==> src/rtl/pxc_pkg.sv <==
// Constants, field layout and carrier types for the extended control register pair.
// Assumes a management frame engine elsewhere turns serial frames into word accesses.
package pxc_pkg;

   // Register addresses on the management address space
   localparam logic [4:0] PXC_ADDR_EXT_ONE = 5'h13;
   localparam logic [4:0] PXC_ADDR_EXT_TWO = 5'h14;

   // Field positions in extended_control_one
   localparam int PXC_ONE_ROLE      = 15;
   localparam int PXC_ONE_SPEED_SRC = 14;
   localparam int PXC_ONE_RFAULT    = 13;
   localparam int PXC_ONE_BANK_HI   = 12;
   localparam int PXC_ONE_BANK_LO   = 11;
   localparam int PXC_ONE_XOVER_EN  = 9;
   localparam int PXC_ONE_XOVER_SEL = 8;
   localparam int PXC_ONE_PAIR_TRI  = 7;
   localparam int PXC_ONE_AUTO_PD   = 0;

   // Field positions in extended_control_two
   localparam int PXC_TWO_BOOST = 15;

   // Reset values; strap and live bits are merged in separately
   localparam logic [15:0] PXC_ONE_RESET = 16'h0201;
   localparam logic [15:0] PXC_TWO_RESET = 16'h3FE9;

   // Bits software may change; remote fault and reserved bit 10 are read-only
   localparam logic [15:0] PXC_ONE_WMASK = 16'hDBFF;
   localparam logic [15:0] PXC_TWO_WMASK = 16'hFFFF;

   // Bank selector codes
   localparam logic [1:0] PXC_BANK_LEGACY = 2'b01;

   // Word access request from the management frame engine
   typedef struct packed {
      logic [4:0]  addr;
      logic        wr;
      logic [15:0] data;
   } pxc_req_s;

endpackage : pxc_pkg

==> src/rtl/pxc_ext_regs.sv <==
// Extended control registers one and two of the transceiver management map.
// Assumes a frame engine on clk presents one word access per cycle at most, and that
// straps and remote-fault/energy pins arrive asynchronously from outside.
// Serial frame timing and the other management words are handled outside this block.
//
// Functional notes
// - Role bit zero means node; repeater unsupported.
// - Speed from basic control or hardware pin.
// - Bank select steers accesses; reset 00.
// - Pair tristate bit floats twisted pair lines.
// - Auto power-down of 100TX; resets to one.
// - Boost bit raises digital output drive strength.
`timescale 1ns/100ps
`default_nettype none

module pxc_ext_regs
   import pxc_pkg::*;
(
   input  wire logic        clk,
   input  wire logic        reset_n,
   input  wire pxc_req_s    req,
   input  wire logic        req_valid,
   output logic [15:0]      rd_data,
   output logic             rd_hit,
   output logic             legacy_bank,
   output logic             node_mode,
   output logic             speed_100,
   input  wire logic        basic_speed_sel,
   input  wire logic        speed_pin,
   input  wire logic        strap_role,
   input  wire logic        strap_speed_src,
   input  wire logic        remote_fault_pin,
   input  wire logic        no_signal_pin,
   output logic             pair_tristate_enable,
   output logic             line_drive_en,
   output logic             auto_crossover_enable,
   output logic             crossover_manual_select,
   output logic             tx_power_down,
   output logic             drive_boost
);

   // Two-stage synchronisers for pins; stage one feeds stage two only.
   // The pins carry no reset, so their first two samples after power-up are unknown;
   // reset has to be held for at least three edges before the straps are trusted.
   logic [4:0] sync_a;                   // First stage
   logic [4:0] sync_b;                   // Second stage, the only one read
   logic [15:0] ext_one;                 // extended_control_one storage
   logic [15:0] ext_two;                 // extended_control_two storage
   logic [15:0] next_rd_data;            // Read mux result
   logic        next_rd_hit;             // Address served here

   // Decode of the access address under the current bank.
   // Register one stays reachable in every bank, or software could never switch back;
   // under the legacy bank the word at 0x14 belongs to the legacy set and is not served here.
   wire [1:0] bank_code = {ext_one[PXC_ONE_BANK_HI], ext_one[PXC_ONE_BANK_LO]};
   wire       bank_legacy = (bank_code == PXC_BANK_LEGACY);
   wire       hit_one = (req.addr == PXC_ADDR_EXT_ONE);
   wire       hit_two = (req.addr == PXC_ADDR_EXT_TWO) && !bank_legacy;
   wire       wr_one = req_valid && req.wr && hit_one;
   wire       wr_two = req_valid && req.wr && hit_two;

   // Synchronised pin views
   // Speed, fault and no-signal are read live; role and speed source only under reset
   wire s_speed  = sync_b[0];
   wire s_role   = sync_b[1];
   wire s_src    = sync_b[2];
   wire s_fault  = sync_b[3];
   wire s_nosig  = sync_b[4];

   // Merge a write into a register, keeping protected bits
   // Used for both registers so the masking rule lives in one place
   function automatic logic [15:0] merge(input logic [15:0] old, input logic [15:0] wd,
                                         input logic [15:0] mask);
      merge = (old & ~mask) | (wd & mask);
   endfunction : merge

   // Pin synchronisers; async pins must settle before any logic sees them
   always_ff @(posedge clk)
   begin
      sync_a <= {no_signal_pin, remote_fault_pin, strap_speed_src, strap_role, speed_pin};
      sync_b <= sync_a;
   end

   // Register one: straps latched during reset, live fault bit refreshed every cycle out of reset
   always_ff @(posedge clk)
   begin
      if (!reset_n)
      begin
         // Straps are sampled on every reset edge, so the last one before release counts
         ext_one <= PXC_ONE_RESET;
         ext_one[PXC_ONE_ROLE] <= s_role;
         ext_one[PXC_ONE_SPEED_SRC] <= s_src;
      end
      else
      begin
         // Writes cannot touch the remote fault bit or reserved bit 10
         if (wr_one)
            ext_one <= merge(ext_one, req.data, PXC_ONE_WMASK);
         // The later assignment wins, so the live fault view overrides a write in the same cycle
         ext_one[PXC_ONE_RFAULT] <= s_fault;
      end
   end

   // Register two: plain read/write
   // Reserved bits are kept writable; software is expected to write back their defaults
   always_ff @(posedge clk)
   begin
      if (!reset_n)
         ext_two <= PXC_TWO_RESET;
      else if (wr_two)
         ext_two <= merge(ext_two, req.data, PXC_TWO_WMASK);
   end

   // Read mux; unserved addresses answer zero with rd_hit low
   // A write never answers, so rd_hit means a served read and nothing else
   always_comb
   begin
      next_rd_data = 16'h0000;
      next_rd_hit  = 1'b0;
      if (req_valid && !req.wr && hit_one)
      begin
         next_rd_data = ext_one;
         next_rd_hit  = 1'b1;
      end
      else if (req_valid && !req.wr && hit_two)
      begin
         next_rd_data = ext_two;
         next_rd_hit  = 1'b1;
      end
   end

   // Read data registered one cycle after the request
   always_ff @(posedge clk)
   begin
      if (!reset_n)
      begin
         rd_data <= 16'h0000;
         rd_hit  <= 1'b0;
      end
      else
      begin
         rd_data <= next_rd_data;
         rd_hit  <= next_rd_hit;
      end
   end

   // Control outputs; repeater is unsupported, so the device stays a node regardless.
   // The role bit is still stored and read back so software sees what it wrote.
   // Power-down needs both the enable bit and an absent signal, never the bit alone.
   assign node_mode               = 1'b1;
   assign legacy_bank             = bank_legacy;
   assign speed_100               = ext_one[PXC_ONE_SPEED_SRC] ? s_speed : basic_speed_sel;
   assign pair_tristate_enable    = ext_one[PXC_ONE_PAIR_TRI];
   assign line_drive_en           = !ext_one[PXC_ONE_PAIR_TRI];
   assign auto_crossover_enable   = ext_one[PXC_ONE_XOVER_EN];
   assign crossover_manual_select = ext_one[PXC_ONE_XOVER_SEL];
   assign tx_power_down           = ext_one[PXC_ONE_AUTO_PD] && s_nosig;
   assign drive_boost             = ext_two[PXC_TWO_BOOST];
endmodule : pxc_ext_regs

`default_nettype wire

==> config.mk <==
export PLATFORM = sky130hd
export DESIGN_NAME = pxc_ext_regs
export DESIGN_NICKNAME = d
export VERILOG_FILES = /design/src/rtl/pxc_pkg.sv /design/src/rtl/pxc_ext_regs.sv
export SDC_FILE = /design/constraint.sdc
export NUM_CORES = 1
export LEC_CHECK = 0
export ABC_AREA = 1
export BUFFER_PORTS_ARGS = -buffer_cell sky130_fd_sc_hd__buf_2
export CELL_PAD_IN_SITES_DETAIL_PLACEMENT = 0
export CELL_PAD_IN_SITES_GLOBAL_PLACEMENT = 2
export CORE_ASPECT_RATIO = 0.8
export CORE_MARGIN = 2
export CORE_UTILIZATION = 33
export CTS_BUF_LIST = sky130_fd_sc_hd__clkbuf_8
export DETAILED_ROUTE_END_ITERATION = 12
export PLACE_DENSITY_LB_ADDON = 0.1
export SETUP_SLACK_MARGIN = 0.5
export SLEW_MARGIN = 20
export SYNTH_ARGS = -nofsm -noshare
export SYNTH_HDL_FRONTEND = slang
export SYNTH_SLANG_ARGS = --single-unit
==> constraint.sdc <==
create_clock -name clk -period 1.55 [get_ports clk]
set_input_delay 0.0775 -clock clk [delete_from_list [all_inputs] [get_ports clk]]
set_output_delay 0.0775 -clock clk [all_outputs]
set_load 0.01 [all_outputs]
; ---- After elaboration in Yosys (flattened, before gate mapping)
; Cells that the tools add are included.
[totals]
out_inout_bits = 26
elab_cells = 31
ff_bits = 59
input_bits = 31
[op_classes]
eq_ne = 4
muxes = 7
n_bitwise = 1
reduce_logical = 11
[ops]
columns = operator, n
row1 = $mux W16, 4
row2 = $or A14 B16 Y16, 1
row3 = $eq A5 B5 Y1 const B, 2
row4 = $logic_and A1 B1 Y1, 8
row5 = $logic_not A1 Y1, 3
row6 = $mux W1, 3
row7 = $eq A2 B1 Y1 const B, 1
row8 = $ne A2 B1 Y1 const B, 1

; ---- Depth between registers and ports, before layout
[logic_depth]
depth_word = 6
mapped_depth = 8
ltp_nobuf = 8

; ---- Worst setup path after synthesis
; OpenSTA, ideal clock, no wires.
[synth_timing]
path_kind = register to register
from = reg ext_one[11]
to = reg ext_two[10]
path_slack_ns = 0.435
n_path_buf = 1
t_required_ns = 1.486
stages_incl_launch_ff = 8
arrival_time_ns = 1.051
setup_time_ns = 0.064
synth_period_minus_slack_ns = 1.115
path_cell_list = dfxtp_1 inv_1 nor2_1 nor2_1 nand3_2 buf_2 nand2_1 nand3_1
[synth_via]
elab_chain_cells = 4
[synth_rtl]
columns = element, line
row1 = from (decl), pxc_ext_regs.sv:47  ; logic [15:0] ext_one;
row2 = "from (signal, indexed assignment)", pxc_ext_regs.sv:91  ; ext_one[PXC_ONE_ROLE] <= s_role;
row3 = "from (signal, indexed assignment)", pxc_ext_regs.sv:92  ; ext_one[PXC_ONE_SPEED_SRC] <= s_src;
row4 = from (signal assigned), pxc_ext_regs.sv:98  ; ext_one <= merge(ext_one, req.data, PXC_ONE_WMASK);
row5 = $eq A2 B1 Y1, pxc_ext_regs.sv:56  ; wire bank_legacy = (bank_code == PXC_BANK_LEGACY);
row6 = named net legacy_bank, pxc_ext_regs.sv:25  ; output logic legacy_bank,
row7 = $logic_not A1 Y1, pxc_ext_regs.sv:58  ; wire hit_two = (req.addr == PXC_ADDR_EXT_TWO) && !bank_legacy;
row8 = $logic_and A1 B1 Y1, pxc_ext_regs.sv:58
row9 = $logic_and A1 B1 Y1, pxc_ext_regs.sv:60  ; wire wr_two = req_valid && req.wr && hit_two;
row10 = to (signal assigned), pxc_ext_regs.sv:111  ; ext_two <= merge(ext_two, req.data, PXC_TWO_WMASK);
row11 = to (decl), pxc_ext_regs.sv:48  ; logic [15:0] ext_two;
; The timed path passes the listed nets, and every way through them passes these cells.
; A chain may end at the register's enable or synchronous reset.

; ---- Final worst setup path
[layout_timing]
from = reg ext_one[14]
to = out speed_100
[layout_via]
elab_chain_cells = 1
[layout_rtl]
columns = element, line
row1 = $mux W1, pxc_ext_regs.sv:152  ; assign speed_100 = ext_one[PXC_ONE_SPEED_SRC] ? s_speed : basic_speed_sel;
row2 = to (decl), pxc_ext_regs.sv:27  ; output logic speed_100,
; No other way between the ends.

==> results list <==
- Clock skew: about 6.6 ps
* Area Growth Syn to Fin: 51.1%
- In this run the deepest clock path goes through 2 buffers.
- By area the synthesized netlist is led by sky130_fd_sc_hd__dfxtp_1 (51%), sky130_fd_sc_hd__nand2_1 (14%), sky130_fd_sc_hd__nand3_1 (9.3%), sky130_fd_sc_hd__inv_1 (4.3%), sky130_fd_sc_hd__edfxtp_1 (2.7%).
* Endpoint kind of the worst setup timing path: primary output
- In the final layout, the multi-input gates occupy roughly 1100 um^2.
* CTS H-Tree Depth: 3
- sky130_fd_sc_hd__nand2_1 is the most common cell in the netlist.
- Post-route setup TNS: 0 ps
- Average via count per standard cell: between 4 and 5
* Achievable frequency: between 800 and 900 MHz
- Fraction of final layout cells with drive strength greater than 1: between 40 and 50%
* Worst-path cell with the longest stage delay: sky130_fd_sc_hd__edfxtp_1
- Total wirelength of the detailed-routed design: 5910 um
- Number of nets at the end of the flow: roughly 390
- Summed over all layers, the global routing overflow is 0.
- After floorplanning, the core was divided into 26 placement rows.
- On the final layout, the worst hold slack is 96.2 ps.
* Type of the worst setup path: flip-flop to primary output
* Met3 Track Usage GR: ~4.8%
- Along the worst path, the maximum fanout reaches 2.
* Cell Pwr Density: approximately 970 nW/um^2
* Async SR Flop Fraction: 0%
- The layer flagged by global routing as most heavily used is met2.
- Setup repair after global routing could not meet its margin everywhere.
* Buffer type at the clock tree root: sky130_fd_sc_hd__clkbuf_8
- From bottom edge to top edge, the die measures around 77 um.
- Arrival time at the worst endpoint: approximately 1200 ps
- Core area: around 6400 um^2
- Largest net degree at the start of global routing: 27
- Cell variety after synth: 24
- Clock tree from TritonCTS: yes
* Ratio of final minimum period to clock period: 80.4%
- Flip-flop and latch count after synthesis: 58
- Tmin final: around 1200 ps
- Synthesized area divided by synthesized cell count: 8.25 um^2
- The number of pins with negative max-slew slack in the final report came to 0.
- Met2 track demand over resource: 28.6%
- Post-synthesis net count: 298
* Synth Cell Area: 2200 um^2
- Cell breakdown of the critical path: mux2_2, buf_6
- Detailed-route wire length per cell: 13.3 um
- The via count of the first global-routing pass is 1944.
- The flow ran to the end, and the final reports show no timing, DRC or antenna violations.
- Placer Congestion: between 0.7 and 0.8
- For this run, design rule violations remaining after detail routing come to 0.
- Clock slew at the register clock pins of the worst setup and hold paths: about 70 ps
- Setup violations remaining at the end of the flow were counted as 0.
- Counting the buffers created by CTS gives 9.
- Antenna-violating nets left: 0
* Worst setup SP type: flip-flop
* Slowest Stage Delay on Critical Path: roughly 360 ps
- Post-synth EDFFs: 2
- For this block, the initial DRC count from the detailed router was between 40 and 50.
- Pin placement for this block handled 57 I/O pins.
- Cell leakage power: 1.52 nW
* Detailed-routing iteration count for the pre-antenna-repair pass: 4
- Detail Placement HPWL: around 3700 um
* Number of vias in the routed layout: 1986
* Required arrival time at the worst endpoint: 1470 ps
- Wire length of the first global-routing pass: around 9600 um
* Met1 track demand over resource in global routing: 22.2%
- Yosys printed 0 warnings.
* Clk_lat worst skew: 340 ps
- Proportion of netlist area held by the largest area contributor: slightly above 50%
- Reg area: between 1000 and 1500 um^2
- Max-cap violation count: 0
- Min-delay worst type: input port to flip-flop
- GRT Total Usage: 17.8%
* Peak supply drop: 0.429 mV
* Sequential fraction of the synthesis area: 53.6%
- Number of sinks handled by clock tree synthesis: a little under 60
- Starting Density: 34.4%
- Filler Cell Count: around 650
- Final hold violations: 0
- Initial antenna violation count: 0
- Input/output buffers: 55
- 0 antenna diodes ended up in the layout.
* Count of mapped cells out of synthesis: 267
- Most used flip-flop cell after synthesis: sky130_fd_sc_hd__dfxtp_1
- Dominant cell type by area after synthesis: sky130_fd_sc_hd__dfxtp_1
- Most numerous cell types in the synthesized netlist: sky130_fd_sc_hd__nand2_1 (84), sky130_fd_sc_hd__dfxtp_1 (56), sky130_fd_sc_hd__nand3_1 (41)
* Floorplan die area: 7350 um^2
* Die span in x: approximately 95 um
cell type report:
type	count	share of cell area, %
Clock buffer	12	4.96
Clock inverter	4	1.47
Inverter	31	3.87
Multi-Input combinational cell	167	31.9
Sequential cell	58	35.7
Tap cell	84	3.16
Timing Repair Buffer	87	18.9
sequential cells by signal (all words and copies together), names as in the netlist:
register / count
rd_data: 16
ext_one: 15
rd_hit: 1
sync_a: 5
ext_two: 16
sync_b: 5
path summary, 6_finish.rpt:
path | start | end | slack, ps | cells past startpoint
worst min register to register | sync_a[0] | sync_b[0] | 320 | 0
worst max-delay path | ext_one[14] | speed_100 | 300 | 2
worst min-delay path | req[14] | ext_two[14] | 100 | 5
worst max register to register | ext_one[12] | ext_two[14] | 400 | 9
critical path: cells and delay by family, from the launching register on:
kind,cells,cell delay [ps]
buf+inv,1,120
mux,1,350
flops,1,360
report_power, final:
group	internal, mW	total [mW]	switching, mW
Combinational	0.103	0.231	0.127
Sequential	1.52	1.53	0.00868
Clock	0.870	1.47	0.603
Total	2.50	3.23	0.738
stage by stage:
stage          util, %  area (um^2)  total power, mW  setup slack (ps)  cells
3_5_place_dp      39.7         2540             1.73               281    399
6_report          51.9         3330             3.23               304    443
4_1_cts           50.8         3260             3.29               269    442
5_1_grt           51.9         3330             3.38               272    443
2_1_floorplan        -         2210             1.65               517    267
3_3_place_gp      39.7         2540             1.72               297    399
layer usage:
metal	part of all wire [%]	routed length, um
met1	47	2770
met2	47	2800
met3	3.6	214
met4	2.1	122
met5	0	0
timing repair:
| item | in CTS | in global routing |
|---|---|---|
| gates resized for setup | 50 | 22 |
| buffers inserted | 5 | 1 |
| cloned | 3 | 0 |
| hold buffers | 19 | 0 |
| endpoints found under the setup margin | 35 | 35 |
| pin swaps | 17 | 16 |
| endpoints found under the hold margin | 28 | 0 |
cell usage in the layout (no fill, tap or decap), drive strengths merged:
cell,count
a21oi,10
buf,68
bufinv,1
clkbuf,12
clkinv,4
conb,1
dfxtp,56
dlygate4sd3,19
edfxtp,2
inv,30
mux2,1
nand2,87
nand3,44
nand3b,1
nor2,13
o21ai,6
o22ai,4
cells by family (layout without fill, tap and decap cells):
kind of cell | count (synthesis) | in the layout | synth area share, %
AND/OR/NAND/NOR | 143 | 145 | 29.9
flip-flops | 58 | 58 | 53.6
buffers and inverters | 44 | 134 | 9.20
AO/OA/AOI/OAI | 20 | 20 | 6.59
other | 1 | 1 | 0.170
multiplexers | 1 | 1 | 0.511
Power figures use the tool's default switching activity.
